[config.mk]
export PLATFORM = sky130hd
export DESIGN_NAME = alc_top
export DESIGN_NICKNAME = d
export VERILOG_FILES = /design/src/verilog/alc_pkg.sv /design/src/verilog/alc_latch_cell.sv /design/src/verilog/alc_top.sv
export SDC_FILE = /design/constraint.sdc
export NUM_CORES = 1
export LEC_CHECK = 0
export BUFFER_PORTS_ARGS = -buffer_cell sky130_fd_sc_hd__buf_2
export CELL_PAD_IN_SITES_DETAIL_PLACEMENT = 0
export CELL_PAD_IN_SITES_GLOBAL_PLACEMENT = 1
export CORE_ASPECT_RATIO = 0.7
export CORE_MARGIN = 2
export CORE_UTILIZATION = 44
export DETAILED_ROUTE_END_ITERATION = 16
export PLACE_DENSITY = 0.8
export SYNTH_ARGS = -nofsm -noshare
export SYNTH_HDL_FRONTEND = slang
export SYNTH_SLANG_ARGS = --single-unit
[constraint.sdc]
create_clock -name clk -period 2.9 [get_ports clk]
set_input_delay 0.29 -clock clk [delete_from_list [all_inputs] [get_ports clk]]
set_output_delay 0.29 -clock clk [all_outputs]
set_load 0.02 [all_outputs]
[src/verilog/alc_pkg.sv]
// Constants and types for the access level and indicator block
// How it works
// - Read level is always open; parameters can only be read there.
// - Code equal to operator password opens operator level, default 0001.
// - Configuration password, default 0002, opens configuration level.
// - Open level closes after 10 minutes without key or local-port setting.
// - Code 9999 closes the open operator or configuration level at once.
// - Setting state is granted only with the matching level already open; the code grants it whenever operator or configuration level is open.
// - Help plus enter starts entry; right moves, up steps, enter submits.
// - Passwords change only over the local serial port, never from keypad.
// - Power indicator lit while supply present and unit running.
// - Fault lights error LED and requests reboot; lit while it persists.
// - Communication indicator follows serial bus activity.
// - Alarm LED follows its assigned matrix signals, or holds if latched.
// - Trip LED follows its assigned matrix signals, or holds if latched.
// - Three application indicators A to C with selectable sources.
// - Alarm, trip, application indicators and every output relay have a latch option held until reset.
// - Cancel held 3 s leaves alarm list; enter then clears all latches.
// - Enter acks each alarm entry, then enter at initial clears latches.
// - Bus reset command or configured digital input also clears all latches.
package alc_pkg;
	localparam int          CLK_HZ       = 250_000_000;
	localparam int          IDLE_MIN     = 10;
	localparam int          HOLD_MS      = 3000;
	localparam longint      IDLE_CYC     = longint'(IDLE_MIN) * 60 * CLK_HZ;
	localparam longint      HOLD_CYC     = longint'(HOLD_MS) * (CLK_HZ / 1000);
	localparam logic [15:0] OPER_PW_RST  = 16'h0001;
	localparam logic [15:0] CONF_PW_RST  = 16'h0002;
	localparam logic [15:0] CLOSE_CODE   = 16'h9999;
	localparam logic [3:0]  DIGIT_MAX    = 4'h9;
	localparam logic [7:0]  OFS_LEVEL    = 8'h00;
	localparam logic [7:0]  OFS_OPERPW   = 8'h04;
	localparam logic [7:0]  OFS_CONFPW   = 8'h08;
	localparam logic [7:0]  OFS_LATCH    = 8'h0C;
	localparam logic [7:0]  OFS_MAP      = 8'h10;
	localparam logic [7:0]  OFS_STATUS   = 8'h14;
	localparam logic [7:0]  OFS_CMD      = 8'h18;
	localparam int          CMD_CLR_BIT  = 0;
	localparam int          MAP_DI_BIT   = 30;
	localparam int          NLED         = 5;

	typedef enum logic [2:0] {
		LVL_USER = 3'b001,
		LVL_OPER = 3'b010,
		LVL_CONF = 3'b100
	} alc_level_e;

	typedef enum logic [2:0] {
		DSP_INIT  = 3'b001,
		DSP_ALARM = 3'b010,
		DSP_PASS  = 3'b100
	} alc_disp_e;

	typedef struct packed {
		logic helpKey;
		logic enterKey;
		logic cancelKey;
		logic rightKey;
		logic upKey;
	} alc_keys_s;

	typedef struct packed {
		logic       power;
		logic       error;
		logic       com;
		logic       alarm;
		logic       trip;
		logic [2:0] app;
	} alc_leds_s;
endpackage

[src/verilog/alc_latch_cell.sv]
// One indicator or relay output with optional latching
`timescale 1ns/1ns
module alc_latch_cell (
	input  wire logic clk,
	input  wire logic sys_rst,
	input  wire logic ce,
	input  wire logic src,
	input  wire logic latchEn,
	input  wire logic clr,
	output      logic q
);
	logic q_ff;

	// Active source beats a clear in the same cycle
	always_ff @(posedge clk) begin
		if (sys_rst) begin
			q_ff <= 1'b0;
		end else if (ce) begin
			q_ff <= src | (latchEn & q_ff & ~clr);
		end
	end
	assign q = q_ff;
endmodule

[src/verilog/alc_top.sv]
// Access levels, password entry and front-panel indicators
//
// Added by the designer: the APB interface to the registers and the register offsets.
`timescale 1ns/1ns
module alc_top import alc_pkg::*; #(
	parameter longint IDLE_LIMIT = IDLE_CYC,
	parameter longint HOLD_LIMIT = HOLD_CYC,
	parameter int     NSIG       = 8,
	parameter int     NREL       = 8
) (
	input  wire logic            clk,
	input  wire logic            sys_rst,
	input  wire logic            ce,
	input  wire logic            psel,
	input  wire logic            penable,
	input  wire logic            pwrite,
	input  wire logic [7:0]      paddr,
	input  wire logic [31:0]     pwdata,
	output      logic [31:0]     prdata,
	output      logic            pready,
	output      logic            pslverr,
	input  wire alc_keys_s       keys,
	input  wire logic            settingReq,
	input  wire logic            unitRunning,
	input  wire logic            internalFault,
	input  wire logic            busActive,
	input  wire logic            busLatchReset,
	input  wire logic            digital_input_line,
	input  wire logic            alarmEvent,
	input  wire logic [NSIG-1:0] matrixSig,
	input  wire logic [3:0]      appSrc,
	input  wire logic [NREL-1:0] relaySrc,
	output      alc_level_e      level,
	output      alc_disp_e       disp,
	output      logic            readPerm,
	output      logic            operPerm,
	output      logic            confPerm,
	output      logic            settingGrant,
	output      logic            rebootReq,
	output      alc_leds_s       leds,
	output      logic [NREL-1:0] relays
);
	alc_level_e      level_ff;
	alc_disp_e       disp_ff;
	alc_keys_s       keysQ_ff;
	logic [31:0]     prdata_ff;
	logic            pready_ff;
	logic            pslverr_ff;
	logic [15:0]     operPw_ff;
	logic [15:0]     confPw_ff;
	logic [NLED+NREL-1:0] latchCfg_ff;
	logic [31:0]     map_ff;
	logic [15:0]     pwDig_ff;
	logic [1:0]      pwPos_ff;
	logic [39:0]     idle_ff;
	logic [39:0]     hold_ff;
	logic [3:0]      pend_ff;
	logic            busClr_ff;
	logic            operPerm_ff;
	logic            confPerm_ff;
	logic            grant_ff;
	logic            reboot_ff;
	logic            faultQ_ff;
	logic            power_ff;
	logic            com_ff;
	logic            errLed_ff;
	logic [NLED+NREL-1:0] cellSrc;
	logic [NLED+NREL-1:0] cellQ;
	alc_keys_s       press;
	logic            apbAcc;
	logic            apbWr;
	logic            mapped;
	logic            submit;
	logic            enterAlone;
	logic            clrAll;
	logic            activity;
	logic [15:0]     nxt_pwDig;

	assign press      = keys & ~keysQ_ff;
	assign apbAcc     = psel & penable & pready_ff;
	assign apbWr      = apbAcc & pwrite;
	assign submit     = disp_ff == DSP_PASS && press.enterKey;
	assign enterAlone = press.enterKey & ~keys.helpKey;
	assign activity   = |press | apbWr;

	// Latches cleared from keypad, bus command or digital input
	assign clrAll = (disp_ff == DSP_INIT && enterAlone && pend_ff == 4'h0)
		| busClr_ff | busLatchReset
		| (map_ff[MAP_DI_BIT] & digital_input_line);

	always_comb begin
		if (apbWr && paddr == OFS_MAP) begin
			mapped = 1'b1;
		end else if (paddr == OFS_LEVEL || paddr == OFS_OPERPW) begin
			mapped = 1'b1;
		end else if (paddr == OFS_CONFPW || paddr == OFS_LATCH) begin
			mapped = 1'b1;
		end else if (paddr == OFS_MAP || paddr == OFS_STATUS) begin
			mapped = 1'b1;
		end else if (paddr == OFS_CMD) begin
			mapped = 1'b1;
		end else begin
			mapped = 1'b0;
		end
	end

	// One wait state so every answer comes from a flop
	always_ff @(posedge clk) begin
		if (sys_rst) begin
			pready_ff  <= 1'b0;
			pslverr_ff <= 1'b0;
			prdata_ff  <= 32'h0000_0000;
		end else if (ce) begin
			pready_ff  <= psel & penable & ~pready_ff;
			pslverr_ff <= psel & penable & ~pready_ff & ~mapped;
			prdata_ff  <= 32'h0000_0000;
			if (psel && penable && !pready_ff && !pwrite) begin
				if (paddr == OFS_LEVEL) begin
					prdata_ff <= {25'h0, disp_ff, 1'b0, level_ff};
				end else if (paddr == OFS_OPERPW) begin
					prdata_ff <= {16'h0, operPw_ff};
				end else if (paddr == OFS_CONFPW) begin
					prdata_ff <= {16'h0, confPw_ff};
				end else if (paddr == OFS_LATCH) begin
					prdata_ff <= 32'(latchCfg_ff);
				end else if (paddr == OFS_MAP) begin
					prdata_ff <= map_ff;
				end else if (paddr == OFS_STATUS) begin
					prdata_ff <= {12'h0, pend_ff, 8'(relays), leds};
				end
			end
		end
	end

	// Passwords have no keypad write path at all
	always_ff @(posedge clk) begin
		if (sys_rst) begin
			operPw_ff   <= OPER_PW_RST;
			confPw_ff   <= CONF_PW_RST;
			latchCfg_ff <= '0;
			map_ff      <= 32'h0000_0000;
			busClr_ff   <= 1'b0;
		end else if (ce) begin
			busClr_ff <= apbWr && paddr == OFS_CMD
				&& pwdata[CMD_CLR_BIT];
			if (apbWr && paddr == OFS_OPERPW) begin
				operPw_ff <= pwdata[15:0];
			end else if (apbWr && paddr == OFS_CONFPW) begin
				confPw_ff <= pwdata[15:0];
			end else if (apbWr && paddr == OFS_LATCH) begin
				latchCfg_ff <= pwdata[NLED+NREL-1:0];
			end else if (apbWr && paddr == OFS_MAP) begin
				map_ff <= pwdata;
			end
		end
	end

	always_ff @(posedge clk) begin
		if (sys_rst) begin
			keysQ_ff <= '0;
		end else if (ce) begin
			keysQ_ff <= keys;
		end
	end

	// Digit entry; an up press wraps nine back to zero
	always_comb begin
		nxt_pwDig = pwDig_ff;
		if (pwDig_ff[pwPos_ff*4 +: 4] == DIGIT_MAX) begin
			nxt_pwDig[pwPos_ff*4 +: 4] = 4'h0;
		end else begin
			nxt_pwDig[pwPos_ff*4 +: 4] = pwDig_ff[pwPos_ff*4 +: 4] + 4'h1;
		end
	end

	always_ff @(posedge clk) begin
		if (sys_rst) begin
			pwDig_ff <= 16'h0000;
			pwPos_ff <= 2'h0;
		end else if (ce) begin
			if (disp_ff != DSP_PASS) begin
				pwDig_ff <= 16'h0000;
				pwPos_ff <= 2'h0;
			end else if (press.rightKey) begin
				pwPos_ff <= pwPos_ff - 2'h1;
			end else if (press.upKey) begin
				pwDig_ff <= nxt_pwDig;
			end
		end
	end

	// Display context drives which meaning enter has
	always_ff @(posedge clk) begin
		if (sys_rst) begin
			disp_ff <= DSP_INIT;
		end else if (ce) begin
			case (disp_ff)
				DSP_INIT: begin
					if (keys.helpKey && keys.enterKey
						&& (press.helpKey || press.enterKey)) begin
						disp_ff <= DSP_PASS;
					end else if (alarmEvent) begin
						disp_ff <= DSP_ALARM;
					end
				end
				DSP_ALARM: begin
					if (hold_ff == 40'(HOLD_LIMIT)) begin
						disp_ff <= DSP_INIT;
					end else if (enterAlone && pend_ff == 4'h1
						&& !alarmEvent) begin
						disp_ff <= DSP_INIT;
					end
				end
				DSP_PASS: begin
					if (press.enterKey || press.cancelKey) begin
						disp_ff <= DSP_INIT;
					end
				end
				default: disp_ff <= DSP_INIT;
			endcase
		end
	end

	// Pending alarm entries; below 15, a new alarm with an acknowledge leaves the count unchanged
	always_ff @(posedge clk) begin
		if (sys_rst) begin
			pend_ff <= 4'h0;
		end else if (ce) begin
			if (disp_ff == DSP_ALARM && hold_ff == 40'(HOLD_LIMIT)) begin
				pend_ff <= {3'h0, alarmEvent};
			end else if (alarmEvent && pend_ff != 4'hF) begin
				if (!(disp_ff == DSP_ALARM && enterAlone)) begin
					pend_ff <= pend_ff + 4'h1;
				end
			end else if (disp_ff == DSP_ALARM && enterAlone
				&& pend_ff != 4'h0) begin
				pend_ff <= pend_ff - 4'h1;
			end
		end
	end

	always_ff @(posedge clk) begin
		if (sys_rst) begin
			hold_ff <= 40'h0;
		end else if (ce) begin
			if (disp_ff == DSP_ALARM && keys.cancelKey) begin
				hold_ff <= hold_ff + 40'h1;
			end else begin
				hold_ff <= 40'h0;
			end
		end
	end

	always_ff @(posedge clk) begin
		if (sys_rst) begin
			idle_ff <= 40'h0;
		end else if (ce) begin
			if (level_ff == LVL_USER || activity) begin
				idle_ff <= 40'h0;
			end else begin
				idle_ff <= idle_ff + 40'h1;
			end
		end
	end

	// Closing code checked first so it can never open a level
	always_ff @(posedge clk) begin
		if (sys_rst) begin
			level_ff <= LVL_USER;
		end else if (ce) begin
			if (submit && pwDig_ff == CLOSE_CODE) begin
				level_ff <= LVL_USER;
			end else if (submit && pwDig_ff == confPw_ff) begin
				level_ff <= LVL_CONF;
			end else if (submit && pwDig_ff == operPw_ff) begin
				level_ff <= LVL_OPER;
			end else if (idle_ff == 40'(IDLE_LIMIT) - 40'h1) begin
				level_ff <= LVL_USER;
			end else begin
				level_ff <= level_ff;
			end
		end
	end

	always_ff @(posedge clk) begin
		if (sys_rst) begin
			operPerm_ff <= 1'b0;
			confPerm_ff <= 1'b0;
			grant_ff    <= 1'b0;
		end else if (ce) begin
			operPerm_ff <= level_ff != LVL_USER;
			confPerm_ff <= level_ff == LVL_CONF;
			grant_ff    <= settingReq && level_ff != LVL_USER;
		end
	end

	// Reboot is requested once per fault onset
	always_ff @(posedge clk) begin
		if (sys_rst) begin
			faultQ_ff <= 1'b0;
			reboot_ff <= 1'b0;
			errLed_ff <= 1'b0;
			power_ff  <= 1'b0;
			com_ff    <= 1'b0;
		end else if (ce) begin
			faultQ_ff <= internalFault;
			reboot_ff <= internalFault & ~faultQ_ff;
			errLed_ff <= internalFault;
			power_ff  <= unitRunning;
			com_ff    <= busActive;
		end
	end

	assign cellSrc = {relaySrc,
		|(matrixSig & map_ff[NSIG-1:0]),
		|(matrixSig & map_ff[NSIG+7:8]),
		appSrc[map_ff[21:20]], appSrc[map_ff[19:18]],
		appSrc[map_ff[17:16]]};

	genvar gi;
	generate
		for (gi = 0; gi < NLED + NREL; gi++) begin : g_cell
			alc_latch_cell u_cell (
				.clk     (clk),
				.sys_rst (sys_rst),
				.ce      (ce),
				.src     (cellSrc[gi]),
				.latchEn (latchCfg_ff[gi]),
				.clr     (clrAll),
				.q       (cellQ[gi])
			);
		end
	endgenerate

	assign prdata       = prdata_ff;
	assign pready       = pready_ff;
	assign pslverr      = pslverr_ff;
	assign level        = level_ff;
	assign disp         = disp_ff;
	assign readPerm     = 1'b1;
	assign operPerm     = operPerm_ff;
	assign confPerm     = confPerm_ff;
	assign settingGrant = grant_ff;
	assign rebootReq    = reboot_ff;
	assign leds = {power_ff, errLed_ff, com_ff, cellQ[4:3], cellQ[2:0]};
	assign relays = cellQ[NLED+NREL-1:NLED];
endmodule

# Yosys cells after proc, flatten, opt, wreduce, memory -nomap -nowiden

Cells that the tools add are included.

Shift operators: 4
Muxes and demuxes: 42
Equal/unequal tests: 26
Bitwise logic cells: 63
$lt $le $gt $ge: 3
Add/sub/neg operators: 7
Reductions and logical operators: 53

Operator list:

| kind                                                                          | number |
|---|---|
| 32-bit 2-to-1 mux                                                             | 6 |
| 40-bit by 1-bit adder with 40-bit output, second input constant               | 2 |
| 40-bit 2-to-1 mux                                                             | 2 |
| 16-bit 2-to-1 mux                                                             | 4 |
| 40-bit by 30-bit equality test with 1-bit output, second input constant       | 1 |
| 40-bit by 38-bit equality test with 1-bit output, second input constant       | 1 |
| 1-bit bitwise AND                                                             | 34 |
| 4-bit negation with 34-bit output                                             | 1 |
| 4-bit by 34-bit variable shift with 16-bit output, first input constant       | 1 |
| 4-bit by 34-bit variable part select with 16-bit output                       | 1 |
| 4-bit by 34-bit variable part select with 16-bit output, first input constant | 1 |
| 16-bit bitwise mux                                                            | 2 |
| 16-bit equality test                                                          | 2 |
| 3-bit 2-to-1 mux                                                              | 9 |
| 1-bit logical AND                                                             | 25 |
| 8-bit by 5-bit equality test with 1-bit output, second input constant         | 3 |
| 20-bit 2-to-1 mux                                                             | 1 |
| 1-bit bitwise OR                                                              | 17 |
| 8-bit bitwise AND                                                             | 2 |
| 16-bit equality test, second input constant                                   | 1 |
| 8-bit by 4-bit equality test with 1-bit output, second input constant         | 2 |
| 4-bit 2-to-1 mux                                                              | 4 |
| 8-bit OR reduction                                                            | 2 |
| 16-bit by 5-bit variable part select with 4-bit output                        | 1 |
| 34 further kinds                                                              | 73 |

Register bits: 245
Word-level logic and storage cells: 238

# Depth between registers and ports, before layout

Gate-level depths: netlist (run 1).

Depth in word-level cells: 11
Gate-level depth with buffers: 9
Depth with buffers taken out: 8

# Hierarchy

A second synthesis (run 1) with hierarchy kept.

Cell total of the unflattened synthesis: 1371
Area total of the unflattened synthesis: 11687.5 sq um

By module, submodules not included:

| module         | area each (sq um) | cells an instance | sequential area each (sq um) | instances |
|---|---|---|---|---|
| alc_top        | 11134.4           | 1319              | 4644.5                       | 1 |
| alc_latch_cell | 42.5              | 4                 | 20.0                         | 13 |

# Worst setup path after synthesis (run 1)

OpenSTA, ideal clock, no wires.

Path kind: register to register
From: reg pwPos_ff[0]
To: reg pwDig_ff[10]
Path slack: 0.630 ns
Required time: 2.835 ns
Data arrival time: 2.205 ns
Period minus slack after synthesis: 2.270 ns
Cell stages (with the launch flop): 9
Library setup time: 0.065 ns
Buffers on the path: 1
Path through: dfxtp_1 -> buf_6 -> mux4_2 -> ha_1 -> nand3b_2 -> nand3_2 -> or4_4 -> a2bb2oi_1 -> nor2_1

Longest elaborated chain between the ends: 8
Elaborated cells between the ends (all ways): 13
Those cells by class: add/sub: 2; eq/ne: 1; shift: 4; mux: 6

Ends and longest elaborated chain:

| what                                                    | line                           | source |
|---|---|---|
| from (decl)                                             | alc_top.sv:54                  | `logic [1:0] pwPos_ff;` |
| from (signal assigned)                                  | alc_top.sv:185                 | `pwPos_ff <= pwPos_ff - 2'h1;` |
| 16-bit by 5-bit variable part select with 4-bit output  | alc_top.sv:169, alc_top.sv:172 |  |
| 4-bit by 1-bit adder with 4-bit output                  | alc_top.sv:172                 | `nxt_pwDig[pwPos_ff*4 +: 4] = pwDig_ff[pwPos_ff*4 +: 4] + 4'h1;` |
| 4-bit by 34-bit variable part select with 16-bit output | alc_top.sv:172                 |  |
| 16-bit bitwise mux                                      | alc_top.sv:172                 |  |
| 16-bit 2-to-1 mux (*)                                   | alc_top.sv:169                 | `if (pwDig_ff[pwPos_ff*4 +: 4] == DIGIT_MAX) begin` |
| 16-bit 2-to-1 mux (*)                                   | alc_top.sv:186                 | `end else if (press.upKey) begin` |
| 16-bit 2-to-1 mux (*)                                   | alc_top.sv:184                 | `end else if (press.rightKey) begin` |
| 16-bit 2-to-1 mux (*)                                   | alc_top.sv:181                 | `if (disp_ff != DSP_PASS) begin` |
| to (signal assigned)                                    | alc_top.sv:187                 | `pwDig_ff <= nxt_pwDig;` |
| to (decl)                                               | alc_top.sv:53                  | `logic [15:0] pwDig_ff;` |

Mark *: on every way between the ends. The rest lies on a longest branch, timed or not. The select of a mux whose other input is x is not followed.
A chain may end at the register's enable or synchronous reset.

# Worst setup path in the final report (run 1)

From: reg pwDig_ff[12]
To: reg pwDig_ff[8]

Longest elaborated chain between the ends: 8
Elaborated cells between the ends (all ways): 9
Those cells by class: add/sub: 1; eq/ne: 1; shift: 2; mux: 5

Ends and longest elaborated chain:

| what                                                       | line |
|---|---|
| 16-bit by 5-bit variable part select with 4-bit output (*) | alc_top.sv:169, alc_top.sv:172 |
| 4-bit by 1-bit adder with 4-bit output                     | alc_top.sv:172 |
| 4-bit by 34-bit variable part select with 16-bit output    | alc_top.sv:172 |
| 16-bit bitwise mux                                         | alc_top.sv:172 |
| 16-bit 2-to-1 mux (*)                                      | alc_top.sv:169 |
| 16-bit 2-to-1 mux (*)                                      | alc_top.sv:186 |
| 16-bit 2-to-1 mux (*)                                      | alc_top.sv:184 |
| 16-bit 2-to-1 mux (*)                                      | alc_top.sv:181 |

Marked as above.

==> metrics.cfg, run 1 <==
[outcome]
outcome = finished, final reports clean

[power]
power_density_mw_per_mm2 = 538
p_leak_nw = 5.20
ir_drop_uv = 432

[detailed_routing]
route.vias.total = 10500
vias_per_cell = 5.47
drtIter0Drc = 895
drt_pre_antenna_iters = 5
route.detailed.wl_per_inst_um = 18.3
ant_nets = 0
drc = 0
drt_wl_total_um = 35200

[min_path]
hold_class = in2reg
whs_path_depth = 3
hold_end = map_ff[17]
min_from = pwdata[17]

[sta]
hold_violations = 0
holdWs_ns = 0.0231
rsz0062_at_grt = no
fmax_mhz = 435
finalSetupViolCount = 0
finClkSkew_ns = 0.0132
min_period_ns = 2.30
finalCritPeriodShare = 0.792
slew_viol_final = 0
slew_headroom = 0.353
tightestPinTransition_ns = 0.967
setup-tns-final_ns = 0

[global_routing]
grt_pass1_wl_um = 54800
grtUsageTotal = 0.250
grt-ovfl-total = 0
antenna_found_initial = 1
first_global_vias = 9583
grt_max_degree = 69

[setup_path]
r2r_slack_ns = 0.60
required_ns = 3.38
critPathSlowestCell = mux4_2
reg2reg_depth = 7
worstReg2RegEnd = pwDig_ff[8]
cp-end-kind = flip-flop
cp_cell_sequence = mux4_2 > ha_1 > nand3b_2 > nand3_2 > or4_4 > a2bb2oi_1 > nor2_1
cpPeakStageDelay_ns = 0.59
path_max_fanout = 7
critical_path_class = reg2reg
cp-start-kind = flip-flop
cp_num_buf_inv = 0
cp_top_family = simple AND/OR/NAND/NOR gates
critPathArrivalTime_ns = 2.78
reg2reg_from = pwDig_ff[12]

[final_layout]
layout_commonest_cell = dfxtp_1
final_nets = 1642
layout_common_cells = dfxtp_1 (245), nand2_1 (227), nor2_1 (186), buf_2 (136), a21oi_1 (113)
final_layout_size_suffix_gt1_frac = 0.147
insertedDiodeCount = 0
area_growth_pct = 17.4

[clock_network]
post_cts_buffers = 0
clockBufferDepth = 3
cts_hold_buf = 27
htreeDepth = 1
cts_sinks = 245
cts_buffers = 26
clkTransAtPathRegs_ns = 0.06
cts_root_buf = clkbuf_16
clk_latency_ns = 0.55
cts_resized = 0
cts_tree = built

[synth]
ys_ff_latch = 245
post_synth_num_cell_types = 70
postSynthCellCount = 1430
synth_nets = 1520
synthArstFlopShare = 0
synth_edf_count = 0
synth_seq_area_share = 0.419
synth.avg_cell_area_um2 = 8.19
yosysWarnings = 0
ys.flop_type = dfxtp_1
syn_area_mm2 = 0.0117

[die]
std_cell_rows = 49
coreArea_mm2 = 0.0259
pin_count = 139
start_util = 0.452
die_width_um = 199
die-area_mm2 = 0.0280
chipHeight_um = 140

[placed_design]
gp_congestion = 0.910
io_buffers = 137
place_hpwl_um = 25800

[job]
max_cap_viol_count = 0

[Yosys cell counts, drive strengths merged (24+ instances only)]
cell type,count,area share
nand3,40,0.018
nand4,39,0.021
a22oi,24,0.015
buf,33,0.018
nor3,29,0.015
mux2i,48,0.041
clkbuf,59,0.019
inv,38,0.012
dfxtp,245,0.42
xor2,56,0.042
a21oi,113,0.048
nand2,227,0.073
nor2,186,0.060
o21ai,54,0.023
xnor2,52,0.039
[flip-flops by register name, summed over array words and instances (netlist names), 13 cells and up]
signal	cells
hold_ff	40
idle_ff	40
map_ff	32
prdata	32
confPw_ff	16
operPw_ff	16
pwDig_ff	16
g_cell.u_cell.q	13
latchCfg_ff	13
[final cells by class]
class | count | area (um2)
Clock buffer | 41 | 788
Clock inverter | 6 | 108
Fill cell | 2497 | 12200
Inverter | 38 | 143
Multi-Input combinational cell | 1055 | 6240
Sequential cell | 245 | 4900
Tap cell | 357 | 447
Timing Repair Buffer | 186 | 1120
[worst reg2reg max path, stage by stage (launching register included)]
cell       delay [ns]
dfxtp_1          0.39
mux4_2           0.59
ha_1             0.23
nand3b_2         0.10
nand3_2          0.10
or4_4            0.57
a2bb2oi_1        0.16
nor2_1           0.10
[power breakdown]
part           internal (W)  leakage, nW  total (W)  switching [W]
Clock               0.00212        0.436    0.00351        0.00139
Combinational      0.000170         2.78   0.000456       0.000286
Sequential          0.00339         1.98    0.00343      0.0000377
Total               0.00569         5.20    0.00740        0.00171
[metal layers]
metal / part of all wire / track usage / vias up
met3: 0.10 / 0.100 / 39
met1: 0.49 / 0.377 / 4985
met5: 0 / 0 / -
li1: - / - / 5179
met4: 0.014 / 0.0440 / 0
met2: 0.40 / 0.334 / 335
[cell families (layout without fill, tap and decap cells)]
group           after synthesis  in the layout  share of synthesized area
simple gates                622            622                      0.251
compound gates              249            249                      0.125
flops                       245            245                      0.419
buf+inv                     130            271                     0.0490
xor+xnor                    108            108                     0.0808
mux                          63             63                     0.0622
fa+ha+maj                    12             12                     0.0128
other cells                   1              1                   0.000320
[how the worst max path moves through the flow]
stage	end	slack [ns]	startpoint	cells past startpoint
6_report	pwDig_ff[8]	0.60	pwDig_ff[12]	7
5_1_grt	level[2]	0.40	disp[2]	6
4_1_cts	pwDig_ff[8]	0.62	pwDig_ff[12]	7
3_5_place_dp	latchCfg_ff[2]	0.53	paddr[1]	6
3_3_place_gp	pwDig_ff[8]	0.63	pwPos_ff[0]	7
2_1_floorplan	pwDig_ff[10]	0.63	pwPos_ff[0]	8
[through the flow]
stage | cells | power, W | util | worst slack (ns) | cell area [um2]
floorplan | 1430 | 0.00376 | - | 0.630 | 11700
global placement | 1854 | 0.00393 | 0.485 | 0.629 | 12600
detailed placement | 1854 | 0.00393 | 0.485 | 0.528 | 12600
CTS | 1928 | 0.00748 | 0.530 | 0.621 | 13800
global route | 1928 | 0.00764 | 0.530 | 0.401 | 13800
finish | 1928 | 0.00740 | 0.530 | 0.603 | 13800
Power figures use the tool's default switching activity.
==> run 2, diff against run 1 <==
clock period = 2.2 ns   (was 2.9 ns; I/O delays follow)
==> run 2 against run 1 <==
Effect of this change: cell count is 2.7% higher; combinational power rose by 46%; setup slack worse by 0.51 ns; clock power increased by 21%; highest routed layer unchanged.
==> metrics.cfg, run 2 (synthesis results as in run 1) <==
[sta]
finClkSkew_ns = 0.00862  ; was 0.0132 ns
slew_viol_final = 0  ; unchanged
hold_violations = 0  ; unchanged
min_period_ns = 2.11  ; was 2.30 ns
fmax_mhz = 475  ; was 435 MHz
finalCritPeriodShare = 0.957  ; was 0.792
slew_headroom = 0.494  ; was 0.353
finalSetupViolCount = 0  ; unchanged
tightestPinTransition_ns = 0.758  ; was 0.967 ns

[min_path]
hold_class = in2reg  ; unchanged

[final_layout]
layout_common_cells = dfxtp_1 (244), nand2_1 (227), nor2_1 (186), buf_2 (136), a21oi_1 (113)  ; was dfxtp_1 (245), nand2_1 (227), nor2_1 (186), buf_2 (136), a21oi_1 (113)
area_growth_pct = 21.4  ; was 17.4%
stdcell_area_mm2 = 0.0142  ; was 0.0138 mm2
fillCellCount = 2482  ; was 2497
final_layout_size_suffix_gt1_frac = 0.168  ; was 0.147
reg_top3 = hold_ff (40), idle_ff (40)  ; unchanged
final_nets = 1696  ; was 1642
layout_commonest_cell = dfxtp_1  ; unchanged
insertedDiodeCount = 0  ; unchanged

[placed_design]
place_hpwl_um = 26500  ; was 25800 um
placed_area_mm2 = 0.0129  ; was 0.0126 mm2
gp_congestion = 0.928  ; was 0.910
io_buffers = 137  ; unchanged

[setup_path]
critPathArrivalTime_ns = 2.57  ; was 2.78 ns
cp-start-kind = flip-flop  ; unchanged
path_max_fanout = 4  ; was 7
reg2reg_from = pwPos_ff[0]  ; was pwDig_ff[12]
cp-end-kind = flip-flop  ; unchanged
r2r_slack_ns = 0.09  ; was 0.60 ns
crit_end = pwDig_ff[8]  ; unchanged
reg2reg_depth = 7  ; unchanged
crit_start = pwPos_ff[0]  ; was pwDig_ff[12]
required_ns = 2.67  ; was 3.38 ns
critical_path_class = reg2reg  ; unchanged
worstReg2RegEnd = pwDig_ff[8]  ; unchanged

[clock_network]
clockBufferDepth = 3  ; unchanged
cts_root_buf = clkbuf_16  ; unchanged
clkTransAtPathRegs_ns = 0.06  ; about the same
cts_buffers = 25  ; was 26
htreeDepth = 1  ; unchanged
clk_latency_ns = 0.54  ; was 0.55 ns
cts_sinks = 245  ; unchanged
cts_tree = built  ; unchanged

[detailed_routing]
vias_per_cell = 5.45  ; was 5.47
route.vias.total = 10800  ; was 10500
drtIter0Drc = 851  ; was 895
drt_wl_total_um = 36200  ; was 35200 um
drt_pre_antenna_iters = 6  ; was 5
route.detailed.wl_per_inst_um = 18.3  ; about the same
drc = 0  ; unchanged
ant_nets = 0  ; unchanged

[global_routing]
antenna_found_initial = 1  ; unchanged
grtUsageTotal = 0.257  ; was 0.250
grt_pass1_wl_um = 56300  ; was 54800 um
first_global_vias = 9929  ; was 9583
grt-ovfl-total = 0  ; unchanged
grt_max_degree = 70  ; was 69

[outcome]
outcome = finished, final reports clean  ; unchanged

[job]
max_cap_viol_count = 0  ; unchanged

[power]
power_density_mw_per_mm2 = 663  ; was 538 mW/mm2
finalPower_w = 0.00942  ; was 0.00740 W
p_leak_nw = 5.49  ; was 5.20 nW
ir_drop_uv = 464  ; was 432 uV

[die]
die_width_um = 199  ; unchanged
coreArea_mm2 = 0.0259  ; unchanged
start_util = 0.452  ; unchanged
std_cell_rows = 49  ; unchanged
pin_count = 139  ; unchanged
chipHeight_um = 140  ; unchanged
die-area_mm2 = 0.0280  ; unchanged

## run 2: cell types whose count changed in the layout (fill, tap and decap cells not counted), moves of 2 or more
cell	delta
dlygate4sd3_1	+20
buf_4	+31
buf_12	+3
clkinv_2	+4
bufinv_16	-2
nor4_2	+2
nor4_1	-2
clkbuf_1	-3
clkbuf_16	-2
## run 2: worst max-delay path, cell delays in order, from the launching register on
cell and delay [ns]:
dfxtp_4 0.38, mux4_2 0.56, ha_4 0.19, nand3b_4 0.08
nand3_4 0.09, or4_4 0.48, a2bb2oi_1 0.15, nor2_1 0.11
## run 2: worst min path at each step
stage / slack [ns] / cells past startpoint / from / end
2_1_floorplan: 0.34 / 2 / pwdata[1] / confPw_ff[1]
3_3_place_gp: 0.43 / 2 / prdata[2] / prdata[2]
3_5_place_dp: 0.44 / 2 / prdata[10] / prdata[10]
4_1_cts: 0.001 / 3 / pwdata[15] / confPw_ff[15]
5_1_grt: 0.004 / 3 / pwdata[15] / map_ff[15]
6_report: 0.03 / 3 / pwdata[15] / confPw_ff[15]
## run 2: cell type report
| cell class | count | area, um2 | share of cell area |
|---|---|---|---|
| multi-input combinational | 1055 | 6290 | 0.442 |
| sequential | 245 | 4910 | 0.345 |
| timing repair buffer | 241 | 1630 | 0.114 |
| clock buffer | 37 | 741 | 0.0521 |
| tap | 357 | 447 | 0.0314 |
| inverter | 38 | 143 | 0.0100 |
| clock inverter | 8 | 68.8 | 0.00484 |
## run 2: through the flow
| step | hold slack [ns] | std cells | TNS, ns | util | setup slack [ns] |
|---|---|---|---|---|---|
| 6_report | 0.0331 | 1981 | 0 | 0.548 | 0.0935 |
| 5_1_grt | 0.00360 | 1981 | -0.00833 | 0.548 | -0.00833 |
| 4_1_cts | 0.00116 | 1980 | 0 | 0.546 | 0.0300 |
| 3_5_place_dp | 0.438 | 1888 | 0 | 0.497 | 0.0347 |
| 3_3_place_gp | 0.428 | 1888 | 0 | 0.497 | 0.0906 |
| 2_1_floorplan | 0.343 | 1430 | 0 | - | 0.0804 |
## run 2: where the power goes
part           switching, W  total [W]  leakage, nW  internal [W]
combinational      0.000400   0.000667         3.10      0.000267
sequential        0.0000436    0.00452         1.98       0.00447
clock               0.00180    0.00424        0.406       0.00244
## run 2: repair_timing
item | 4_1_cts | 5_1_grt
hold endpoints to repair | 74 | 0
hold buffers | 47 | 0
buffers inserted | 0 | 1
gates resized for setup | 0 | 8
endpoints found under the setup margin | 0 | 11
## run 2: layer usage
metal / up-vias / global-route usage / share of wire
li1: 5276 / - / -
met1: 5117 / 0.394 / 0.49
met2: 361 / 0.350 / 0.39
met3: 44 / 0.0780 / 0.097
met4: 0 / 0.0491 / 0.017
met5: - / 0 / 0
